[config.mk]
export PLATFORM = sky130hd
export DESIGN_NAME = cpc_power_if_ctrl
export DESIGN_NICKNAME = d
export VERILOG_FILES = /design/src/cpc_pkg.sv /design/src/cpc_clock_gen.sv /design/src/cpc_power_if_ctrl.sv
export SDC_FILE = /design/constraint.sdc
export NUM_CORES = 1
export LEC_CHECK = 0
export ABC_AREA = 1
export BUFFER_PORTS_ARGS = -buffer_cell sky130_fd_sc_hd__clkbuf_2
export CORE_MARGIN = 5
export CORE_UTILIZATION = 43
export CTS_CLUSTER_SIZE = 14
export DETAILED_ROUTE_END_ITERATION = 8
export PLACE_DENSITY = 0.6
export SETUP_SLACK_MARGIN = 0.5
export SLEW_MARGIN = 30
export SYNTH_ARGS = -nofsm -noshare
export SYNTH_HDL_FRONTEND = slang
export SYNTH_SLANG_ARGS = --single-unit
[constraint.sdc]
create_clock -name clk_sys -period 2.7 [get_ports clk_sys]
set_clock_uncertainty 0.1 [all_clocks]
set_input_delay 0.54 -clock clk_sys [delete_from_list [all_inputs] [get_ports clk_sys]]
set_output_delay 0.54 -clock clk_sys [all_outputs]
set_load 0.005 [all_outputs]
[src/cpc_pkg.sv]
`default_nettype none
package cpc_pkg;

  // register and serial word geometry
  localparam int REG_W    = 9;
  localparam int ADDR_W   = 7;
  localparam int FRAME_W  = 16;
  localparam int NUM_CH   = 3;
  localparam int RATIO_W  = 10;
  localparam int WORD_W   = 32;
  localparam int SAMPLE_W = 24;

  // register addresses
  localparam logic [ADDR_W-1:0] ADDR_GLOBAL   = 7'h02;
  localparam logic [ADDR_W-1:0] ADDR_CHAN_SELECT_A   = 7'h09;
  localparam logic [ADDR_W-1:0] ADDR_POWER    = 7'h0A;
  localparam logic [ADDR_W-1:0] ADDR_ADC_PORT = 7'h0B;
  localparam logic [ADDR_W-1:0] ADDR_ADC_CTRL = 7'h0C;

  // global de-emphasis / power register fields
  localparam int GLB_CHAN_SELECT_A_BIT = 1;
  localparam int GLB_ALL_DAC_POWER_DOWN_BIT   = 2;
  // per-channel de-emphasis field
  localparam int CHAN_SELECT_A_LSB     = 6;
  // power-down and dac port register fields
  localparam int ADC_DIS_BIT    = 0;
  localparam int DAC_DIS_LSB    = 1;
  localparam int MPD_BIT        = 4;
  localparam int DAC_MS_BIT     = 5;
  localparam int DAC_RATE_LSB   = 6;
  // adc port register fields
  localparam int FMT_LSB        = 0;
  localparam int WL_LSB         = 2;
  localparam int ADC_MS_BIT     = 4;
  localparam int ADC_RATE_LSB   = 5;
  // adc control register field
  localparam int ADC_LRP_BIT    = 4;

  // reset values
  localparam logic [2:0] RATE_RST   = 3'h2;
  localparam logic [2:0] CH_RST     = 3'h0;
  localparam logic [9:0] RATIO_RST  = 10'h100;

  // master clocks per frame for each rate code
  localparam logic [9:0] RATIO_128 = 10'h080;
  localparam logic [9:0] RATIO_192 = 10'h0C0;
  localparam logic [9:0] RATIO_256 = 10'h100;
  localparam logic [9:0] RATIO_384 = 10'h180;
  localparam logic [9:0] RATIO_512 = 10'h200;
  localparam logic [9:0] RATIO_768 = 10'h300;
  localparam logic [9:0] RATIO_NONE = 10'h000;

  // bit clocks per frame: bit clock runs at 64 fs
  localparam int BCLK_SHIFT = 6;

  // word masks keeping the top bits of a left-aligned word
  localparam logic [31:0] MASK_16 = 32'hFFFF0000;
  localparam logic [31:0] MASK_20 = 32'hFFFFF000;
  localparam logic [31:0] MASK_24 = 32'hFFFFFF00;
  localparam logic [31:0] MASK_32 = 32'hFFFFFFFF;
  localparam logic [7:0]  PAD_ZERO = 8'h00;

  typedef enum logic [1:0] {FMT_RIGHT, FMT_LEFT, FMT_I2S, FMT_DSP} cpc_fmt_e;
  typedef enum logic [1:0] {WL_16, WL_20, WL_24, WL_32} cpc_wl_e;

endpackage
`default_nettype wire

[src/cpc_clock_gen.sv]
`timescale 1ns/100ps
`default_nettype none
// frame and bit clock generator for a master-mode audio port
module cpc_clock_gen
  import cpc_pkg::*;
#(
  parameter int RW = RATIO_W
) (
  input  wire logic          clk_sys,
  input  wire logic          resetn,
  input  wire logic          enable,
  input  wire logic [RW-1:0] ratio,
  output logic               frame_clock,
  output logic               bit_clock
);

  logic [RW-1:0] mcnt;       // master clocks into the frame
  logic [RW-1:0] bcnt;       // master clocks into the bit period
  logic [RW-1:0] bdiv;       // master clocks per bit clock
  logic [RW-1:0] half;       // master clocks per frame half
  logic          frame_end;  // last master clock of the frame
  logic          bit_end;    // last master clock of the bit period

  assign bdiv      = ratio >> BCLK_SHIFT;
  assign half      = ratio >> 1;
  // a ratio change mid-frame just wraps at the next limit crossing
  assign frame_end = (mcnt >= ratio - 1'b1);
  assign bit_end   = (bcnt >= bdiv - 1'b1) || frame_end;

  // counters idle at zero while the port is a slave
  always_ff @(posedge clk_sys or negedge resetn) begin
    if (!resetn) begin
      mcnt <= '0;
      bcnt <= '0;
    end else if (!enable) begin
      mcnt <= '0;
      bcnt <= '0;
    end else begin
      mcnt <= frame_end ? '0 : mcnt + 1'b1;
      bcnt <= bit_end ? '0 : bcnt + 1'b1;
    end
  end

  // outputs from flops so the pins never glitch
  always_ff @(posedge clk_sys or negedge resetn) begin
    if (!resetn) begin
      frame_clock <= 1'b0;
      bit_clock   <= 1'b0;
    end else begin
      frame_clock <= enable && (mcnt >= half);
      bit_clock   <= enable && (bcnt >= (bdiv >> 1));
    end
  end

endmodule // cpc_clock_gen
`default_nettype wire

[src/cpc_power_if_ctrl.sv]
`timescale 1ns/100ps
`default_nettype none
module cpc_power_if_ctrl
  import cpc_pkg::*;
#(
  parameter int NCH = NUM_CH
) (
  input  wire logic                 clk_sys,
  input  wire logic                 resetn,
  input  wire logic                 ctl_clock,
  input  wire logic                 ctl_data,
  input  wire logic                 ctl_latch,
  input  wire logic                 dac_frame_clock_in,
  output logic                      dac_frame_clock_out,
  output logic                      dac_frame_clock_oe,
  input  wire logic                 dac_bit_clock_in,
  output logic                      dac_bit_clock_out,
  output logic                      dac_bit_clock_oe,
  input  wire logic                 adc_frame_clock_in,
  output logic                      adc_frame_clock_out,
  output logic                      adc_frame_clock_oe,
  input  wire logic                 adc_bit_clock_in,
  output logic                      adc_bit_clock_out,
  output logic                      adc_bit_clock_oe,
  output logic                      dac_port_frame,
  output logic                      dac_port_bit,
  output logic                      adc_port_frame,
  output logic                      adc_port_bit,
  output logic [NCH-1:0]            dac_chan_select_a_active,
  output logic [NCH-1:0]            dac_chan_power_down,
  output logic [NCH-1:0]            dac_filter_hold,
  output logic [NCH-1:0]            dac_filter_init,
  output logic                      adc_power_down,
  output logic                      adc_filter_hold,
  output logic                      adc_filter_init,
  output logic                      reference_power_down,
  output logic [1:0]                adc_port_format,
  output logic [1:0]                adc_word_length,
  output logic                      adc_dsp_mode_b,
  output logic                      adc_frame_invert,
  input  wire logic [SAMPLE_W-1:0]  adc_sample,
  input  wire logic                 adc_sample_valid,
  output logic [WORD_W-1:0]         adc_port_word,
  output logic                      adc_port_word_valid
);

  // ---------------- serial control port ----------------
  logic [FRAME_W-1:0] shift_word;     // last sixteen serial bits
  logic               ctl_clock_prev; // previous sample of shift clock
  logic               ctl_latch_prev; // previous sample of latch
  logic               shift_rise;     // shift clock rising
  logic               latch_rise;     // latch rising: commit word
  logic [ADDR_W-1:0]  wr_addr;        // address half of the word
  logic [REG_W-1:0]   wr_data;        // data half of the word
  logic               wr_global;      // write strobes per register
  logic               wr_chan_select_a;
  logic               wr_power;
  logic               wr_adc_port;
  logic               wr_adc_ctrl;

  assign shift_rise  = ctl_clock & ~ctl_clock_prev;
  assign latch_rise  = ctl_latch & ~ctl_latch_prev;
  assign wr_addr     = shift_word[FRAME_W-1 -: ADDR_W];
  assign wr_data     = shift_word[REG_W-1:0];
  assign wr_global   = latch_rise && (wr_addr == ADDR_GLOBAL);
  assign wr_chan_select_a   = latch_rise && (wr_addr == ADDR_CHAN_SELECT_A);
  assign wr_power    = latch_rise && (wr_addr == ADDR_POWER);
  assign wr_adc_port = latch_rise && (wr_addr == ADDR_ADC_PORT);
  assign wr_adc_ctrl = latch_rise && (wr_addr == ADDR_ADC_CTRL);

  // shifter: msb first, address then data; other addresses are ignored
  always_ff @(posedge clk_sys or negedge resetn) begin
    if (!resetn) begin
      shift_word     <= '0;
      ctl_clock_prev <= 1'b0;
      ctl_latch_prev <= 1'b0;
    end else begin
      ctl_clock_prev <= ctl_clock;
      ctl_latch_prev <= ctl_latch;
      if (shift_rise) begin
        shift_word <= {shift_word[FRAME_W-2:0], ctl_data};
      end
    end
  end

  // ---------------- control registers ----------------
  logic              global_chan_select_a_enable;   // all-channel de-emphasis
  logic              all_dac_power_down;     // every dac off
  logic [NCH-1:0]    chan_select_a;          // per-channel de-emphasis
  logic              adc_disable;            // adc low power
  logic [NCH-1:0]    dac_chan_disable;       // per-channel dac off
  logic              master_power_down;      // references off
  logic              dac_port_master_select; // dac port master
  logic [2:0]        dac_clock_ratio;        // dac rate code
  cpc_fmt_e          adc_fmt;                // adc port format
  cpc_wl_e           adc_wl;                 // adc word length
  logic              adc_port_master_select; // adc port master
  logic [2:0]        adc_clock_ratio;        // adc rate code
  logic              adc_frame_polarity;     // adc frame polarity / dsp b

  // registers keep their contents through every power-down bit
  always_ff @(posedge clk_sys or negedge resetn) begin
    if (!resetn) begin
      global_chan_select_a_enable <= 1'b0;
      all_dac_power_down   <= 1'b0;
      chan_select_a        <= CH_RST;
      adc_disable          <= 1'b0;
      dac_chan_disable     <= CH_RST;
      master_power_down    <= 1'b0;
      dac_port_master_select <= 1'b0;
      dac_clock_ratio      <= RATE_RST;
      adc_fmt              <= FMT_RIGHT;
      adc_wl               <= WL_16;
      adc_port_master_select <= 1'b0;
      adc_clock_ratio      <= RATE_RST;
      adc_frame_polarity   <= 1'b0;
    end else begin
      if (wr_global) begin
        global_chan_select_a_enable <= wr_data[GLB_CHAN_SELECT_A_BIT];
        all_dac_power_down   <= wr_data[GLB_ALL_DAC_POWER_DOWN_BIT];
      end
      if (wr_chan_select_a) begin
        chan_select_a <= wr_data[CHAN_SELECT_A_LSB +: NCH];
      end
      if (wr_power) begin
        adc_disable            <= wr_data[ADC_DIS_BIT];
        dac_chan_disable       <= wr_data[DAC_DIS_LSB +: NCH];
        master_power_down      <= wr_data[MPD_BIT];
        dac_port_master_select <= wr_data[DAC_MS_BIT];
        dac_clock_ratio        <= wr_data[DAC_RATE_LSB +: 3];
      end
      if (wr_adc_port) begin
        adc_fmt                <= cpc_fmt_e'(wr_data[FMT_LSB +: 2]);
        adc_wl                 <= cpc_wl_e'(wr_data[WL_LSB +: 2]);
        adc_port_master_select <= wr_data[ADC_MS_BIT];
        adc_clock_ratio        <= wr_data[ADC_RATE_LSB +: 3];
      end
      if (wr_adc_ctrl) begin
        adc_frame_polarity <= wr_data[ADC_LRP_BIT];
      end
    end
  end

  // ---------------- de-emphasis and references ----------------
  // plain bitmask, so code 111 covers all three channels
  assign dac_chan_select_a_active = chan_select_a
                           | {NCH{global_chan_select_a_enable}};
  assign reference_power_down = master_power_down;

  // ---------------- power-down and filter reinitialisation ----------------
  logic [NCH-1:0] dac_off;      // channel held in low power
  logic [NCH-1:0] dac_off_prev; // previous cycle, for release edge
  logic           adc_off_prev;

  genvar ch;
  generate
    for (ch = 0; ch < NCH; ch++) begin : g_dac_ch
      // global power-down wins over the per-channel bit
      assign dac_off[ch] = all_dac_power_down
                         | dac_chan_disable[ch];

      always_ff @(posedge clk_sys or negedge resetn) begin
        if (!resetn) begin
          dac_off_prev[ch]    <= 1'b0;
          dac_filter_init[ch] <= 1'b0;
        end else begin
          dac_off_prev[ch]    <= dac_off[ch];
          // one-cycle restart pulse as the channel leaves power-down
          dac_filter_init[ch] <= dac_off_prev[ch] & ~dac_off[ch];
        end
      end
    end
  endgenerate

  // hold clears filter history while off; registers are untouched
  assign dac_filter_hold     = dac_off;
  assign dac_chan_power_down = dac_off;
  assign adc_power_down      = adc_disable;
  assign adc_filter_hold     = adc_disable;

  // adc restart pulse on release of the disable bit
  always_ff @(posedge clk_sys or negedge resetn) begin
    if (!resetn) begin
      adc_off_prev    <= 1'b0;
      adc_filter_init <= 1'b0;
    end else begin
      adc_off_prev    <= adc_disable;
      adc_filter_init <= adc_off_prev & ~adc_disable;
    end
  end

  // ---------------- master-mode ratio selection ----------------
  logic [RATIO_W-1:0] dac_ratio_lut;  // zero for reserved codes
  logic [RATIO_W-1:0] adc_ratio_lut;
  logic [RATIO_W-1:0] dac_ratio;      // last valid dac ratio
  logic [RATIO_W-1:0] adc_ratio;      // last valid adc ratio

  assign dac_ratio_lut =
      (dac_clock_ratio == 3'h0) ? RATIO_128 :
      (dac_clock_ratio == 3'h1) ? RATIO_192 :
      (dac_clock_ratio == 3'h2) ? RATIO_256 :
      (dac_clock_ratio == 3'h3) ? RATIO_384 :
      (dac_clock_ratio == 3'h4) ? RATIO_512 :
      (dac_clock_ratio == 3'h5) ? RATIO_768 : RATIO_NONE;
  // the adc port only knows the four slower ratios
  assign adc_ratio_lut =
      (adc_clock_ratio == 3'h2) ? RATIO_256 :
      (adc_clock_ratio == 3'h3) ? RATIO_384 :
      (adc_clock_ratio == 3'h4) ? RATIO_512 :
      (adc_clock_ratio == 3'h5) ? RATIO_768 : RATIO_NONE;

  // a reserved code leaves the generator on its previous ratio
  always_ff @(posedge clk_sys or negedge resetn) begin
    if (!resetn) begin
      dac_ratio <= RATIO_RST;
      adc_ratio <= RATIO_RST;
    end else begin
      if (dac_ratio_lut != RATIO_NONE) dac_ratio <= dac_ratio_lut;
      if (adc_ratio_lut != RATIO_NONE) adc_ratio <= adc_ratio_lut;
    end
  end

  // ---------------- port clock generation and direction ----------------
  logic dac_gen_frame;  // generated dac clocks
  logic dac_gen_bit;
  logic adc_gen_frame;  // generated adc clocks
  logic adc_gen_bit;

  // clk_sys stands in for the converter master clock
  cpc_clock_gen #(.RW(RATIO_W)) u_dac_clk (
    .clk_sys     (clk_sys),
    .resetn      (resetn),
    .enable      (dac_port_master_select),
    .ratio       (dac_ratio),
    .frame_clock (dac_gen_frame),
    .bit_clock   (dac_gen_bit)
  );

  cpc_clock_gen #(.RW(RATIO_W)) u_adc_clk (
    .clk_sys     (clk_sys),
    .resetn      (resetn),
    .enable      (adc_port_master_select),
    .ratio       (adc_ratio),
    .frame_clock (adc_gen_frame),
    .bit_clock   (adc_gen_bit)
  );

  // pins driven only in master mode; the gate hides the generator flop lag
  assign dac_frame_clock_out = dac_gen_frame & dac_port_master_select;
  assign dac_bit_clock_out   = dac_gen_bit & dac_port_master_select;
  assign dac_frame_clock_oe  = dac_port_master_select;
  assign dac_bit_clock_oe    = dac_port_master_select;
  assign adc_frame_clock_out = adc_gen_frame & adc_port_master_select;
  assign adc_bit_clock_out   = adc_gen_bit & adc_port_master_select;
  assign adc_frame_clock_oe  = adc_port_master_select;
  assign adc_bit_clock_oe    = adc_port_master_select;

  // clocks seen by the port logic, registered to match both sources
  always_ff @(posedge clk_sys or negedge resetn) begin
    if (!resetn) begin
      dac_port_frame <= 1'b0;
      dac_port_bit   <= 1'b0;
      adc_port_frame <= 1'b0;
      adc_port_bit   <= 1'b0;
    end else begin
      dac_port_frame <= dac_port_master_select ? dac_gen_frame
                                               : dac_frame_clock_in;
      dac_port_bit   <= dac_port_master_select ? dac_gen_bit
                                               : dac_bit_clock_in;
      adc_port_frame <= adc_port_master_select ? adc_gen_frame
                                               : adc_frame_clock_in;
      adc_port_bit   <= adc_port_master_select ? adc_gen_bit
                                               : adc_bit_clock_in;
    end
  end

  // ---------------- adc port format and word shaping ----------------
  cpc_wl_e     eff_wl;    // length actually used on the port
  logic [31:0] wl_mask;   // keeps the top eff_wl bits

  // 32-bit right justified is unsupported; fall back to 24 bits
  assign eff_wl  = (adc_wl == WL_32 && adc_fmt == FMT_RIGHT) ? WL_24
                                                             : adc_wl;
  assign wl_mask = (eff_wl == WL_16) ? MASK_16 :
                   (eff_wl == WL_20) ? MASK_20 :
                   (eff_wl == WL_24) ? MASK_24 : MASK_32;
  assign adc_port_format = adc_fmt;
  assign adc_word_length = eff_wl;
  // the polarity bit changes meaning in dsp format
  assign adc_dsp_mode_b   = (adc_fmt == FMT_DSP) & adc_frame_polarity;
  assign adc_frame_invert = (adc_fmt != FMT_DSP) & adc_frame_polarity;

  // left-aligned words: truncation keeps the sign bit on top
  always_ff @(posedge clk_sys or negedge resetn) begin
    if (!resetn) begin
      adc_port_word       <= '0;
      adc_port_word_valid <= 1'b0;
    end else begin
      adc_port_word_valid <= adc_sample_valid & ~adc_disable;
      if (adc_sample_valid) begin
        adc_port_word <= {adc_sample, PAD_ZERO} & wl_mask;
      end
    end
  end

endmodule // cpc_power_if_ctrl
`default_nettype wire

==> run summary <==
Setup_tns = 0 ns
Clock Latency Late Sink = 0.41 ns
First-pass GRT wire length = 22400 um
Ys flop type = dfrtp_1
Vias post-DR = 4851
Antenna violations before repair = 0
Max Cap Viol = 0
Area share of the largest cell type after synthesis = 48.9%
CP Depth = 8
Distinct cell type count after synthesis = 42
Clk buf depth = 2
Synth Area in Simple Gates = 22.8%
Worst setup EP type = register
Nets@finish = 884
Final setup vio count = 0
Crit-path max cell delay = 0.44 ns
Area contributors post-synth = dfrtp_1 (49%), nand2_1 (9.6%), ha_1 (8.8%), inv_1 (4.4%), nor2_1 (3.2%)
YS warnings = 0
Yosys reg bits = 129
Reg2reg path depth = 8
CTS sink cnt = 129
Main combinational cell family by area after synthesis = simple AND/OR/NAND/NOR gates
Setup crit start kind = register
Share of cells above drive strength 1 = 24.0%
Reg2reg setup slack = 0.57 ns
Die Span Y = 132 um
Die outline width = 132 um
GRT overflow = 0
CP Data Arrival Time = 2.35 ns
Reg2reg end = u_adc_clk.bcnt[1]$_DFF_PN0_
Worst Setup EP = u_adc_clk.bcnt[1]$_DFF_PN0_
Largest net degree at the start of global routing = 47
Worst R2R Start = adc_ratio[9]$_DFFE_PN0P_
PortBufs = 92
Post-synthesis mux area share = 0.176%
XOR/XNOR share of the synthesized area = 3.42%
Detail Placement HPWL = 9710 um
# IOs = 101
All-layer global routing usage = 15.5%
CTS tree = done
Dpl cell area = 0.00700 sq mm
Register area share after synthesis = 50.5%
Root buffer cell = clkbuf_16
RSZ-0062 raised after global routing = no
Core area = 0.0146 sq mm
Maximum VDD drop = 581 uV
# diodes = 0
Post-route minimum period = 2.13 ns
Post-synth EDFFs = 0
DRC Markers = 0
Cell taking the most area after synthesis = dfrtp_1
DR iter-0 viols = 176
Worst hold slack = 0.150 ns
Die area = 0.0174 sq mm
Layout area overhead = 23.1%
Hold crit path type = input pin to register
Htree depth = 4
Synthesized-area fraction occupied by adder cells = 8.80%
Final worst path period share = 78.7%
Post-route ant nets = 0
Critical path type = register to register
Clock Pin Slew Worst Setup and Hold Paths = 0.05 ns
Initial Utilization = 43.9%
Routed Wire Length = 13400 um
Max Slew Vio Count = 0
Drt first pass iters = 4
Wire length per cell = 13.4 um
Mapped Area = 0.00640 sq mm
Crit-path cells = inv_2, nand3_4, ha_1, nand2_2, nor2_1, nand3b_1, o2111ai_4, nor3b_2
Status = completed
Crit path required time = 2.92 ns
Leak = 3.96 nW
Synth Area in Compound Gates = 6.90%
Worst path bufs/invs = 1
Slowest CP cell = dfrtp_1
Final Hold Fails = 0
Syn Area/Cell = 9.12 sq um
Gate Count Post-Synth = 702
Top-count cell post-synth = nand2_1
Vias per cell = 4.84
Pwr Density = 764 mW/mm^2
FFs w/ async S/R, synth = 100%
Gpl congestion = 0.803
Post-route cell area = 0.00788 sq mm
CTS buffer count = 17
Max Freq = 470 MHz
Crit path max fanout = 6
Top cells by count, synth = nand2_1 (163), dfrtp_1 (125), inv_1 (75), nor2_1 (55), ha_1 (45)
Vias in the first global route = 4762
Crit-path leading delay family = simple AND/OR/NAND/NOR gates
Core Rows = 44
Worst setup startpoint = adc_ratio[9]$_DFFE_PN0P_
report_power, final:
part	total, mW	internal (mW)	leakage, nW	switching [mW]
sequential	2.34	2.18	1.70	0.163
clock	2.41	1.61	0.310	0.800
combinational	1.27	0.552	1.95	0.714
logic make-up after synthesis:
family / Yosys count
muxes: 1
other: 1
DFF: 129
and+or+nand+nor: 315
buffers and inverters: 106
AOI/OAI and AO/OA: 80
xor gates and xnor gates: 25
adders and majority gates: 45
worst min path at each step:
| stage | startpoint | end | slack [ns] | cells after the start |
|---|---|---|---|---|
| after global routing | ctl_clock | ctl_clock_prev$_DFF_PN0_ | 0.13 | 1 |
| after CTS | ctl_latch | ctl_latch_prev$_DFF_PN0_ | 0.13 | 1 |
| after detailed placement | adc_off_prev$_DFF_PN0_ | adc_filter_init$_DFF_PN0_ | 0.36 | 2 |
| final | ctl_clock | ctl_clock_prev$_DFF_PN0_ | 0.15 | 1 |
| after global placement | u_dac_clk.mcnt[0]$_DFF_PN0_ | u_dac_clk.mcnt[0]$_DFF_PN0_ | 0.35 | 1 |
| after floorplan | resetn | adc_bit_clock_oe$_DFFE_PN0P_ | 0.14 | 0 |
stage by stage:
stage | utilization [%] | total power, mW | worst slack, ns | instances
floorplan | - | 3.09 | 0.588 | 709
global placement | 48.0 | 3.45 | 0.419 | 962
detailed placement | 48.0 | 3.49 | 0.297 | 962
CTS | 52.6 | 5.94 | 0.489 | 995
global route | 54.0 | 6.40 | 0.470 | 1002
finish | 54.0 | 6.02 | 0.575 | 1002
repair_timing:
action,4_1_cts,5_1_grt
buffers inserted,0,5
hold buffers,1,0
endpoints found under the hold margin,32,0
setup endpoints to repair,20,21
resized for setup,6,28
gates cloned,0,2
pin swaps,0,9
state kept, by name (all words and copies together) (netlist names), 4 cells and up:
| name | cells |
|---|---|
| shift_word | 16 |
| u_dac_clk.mcnt | 10 |
| dac_ratio | 4 |
| u_adc_clk.mcnt | 10 |
| u_adc_clk.bcnt | 10 |
| adc_port_word | 24 |
| u_dac_clk.bcnt | 10 |
routing by layer:
metal	track usage, %	vias to the layer above	routed length [um]
met2	26.3	80	6800
met3	4.01	19	478
li1	-	2472	-
met4	6.06	0	237
met5	0	-	0
met1	18.8	2280	5910
layout by cell type (no fill, tap or decap), types with 7 or more instances in the layout:
cell type / Yosys / routed
nor2_1: 55 / 55
nand2_1: 163 / 161
dfrtp_1: 125 / 123
inv_1: 75 / 70
nor3_2: 5 / 8
conb_1: 1 / 8
nand4_1: 8 / 8
nor3_1: 14 / 11
a21oi_1: 19 / 18
nand3_1: 37 / 35
o21ai_0: 39 / 38
clkbuf_2: 0 / 91
or2_2: 8 / 8
buf_4: 14 / 10
ha_1: 45 / 40
xor2_1: 17 / 17
o21ai_1: 7 / 8
xnor2_1: 8 / 7
clkbuf_16: 0 / 17
area by class of cell:
class | instances | area (sq um)
fill | 1299 | 6710
sequential | 129 | 3240
multi-input combinational | 476 | 2920
timing repair buffer | 104 | 572
clock buffer | 22 | 474
inverter | 77 | 292
tap | 184 | 230
clock inverter | 10 | 156
No activity file was read; power rests on OpenSTA's default activity.
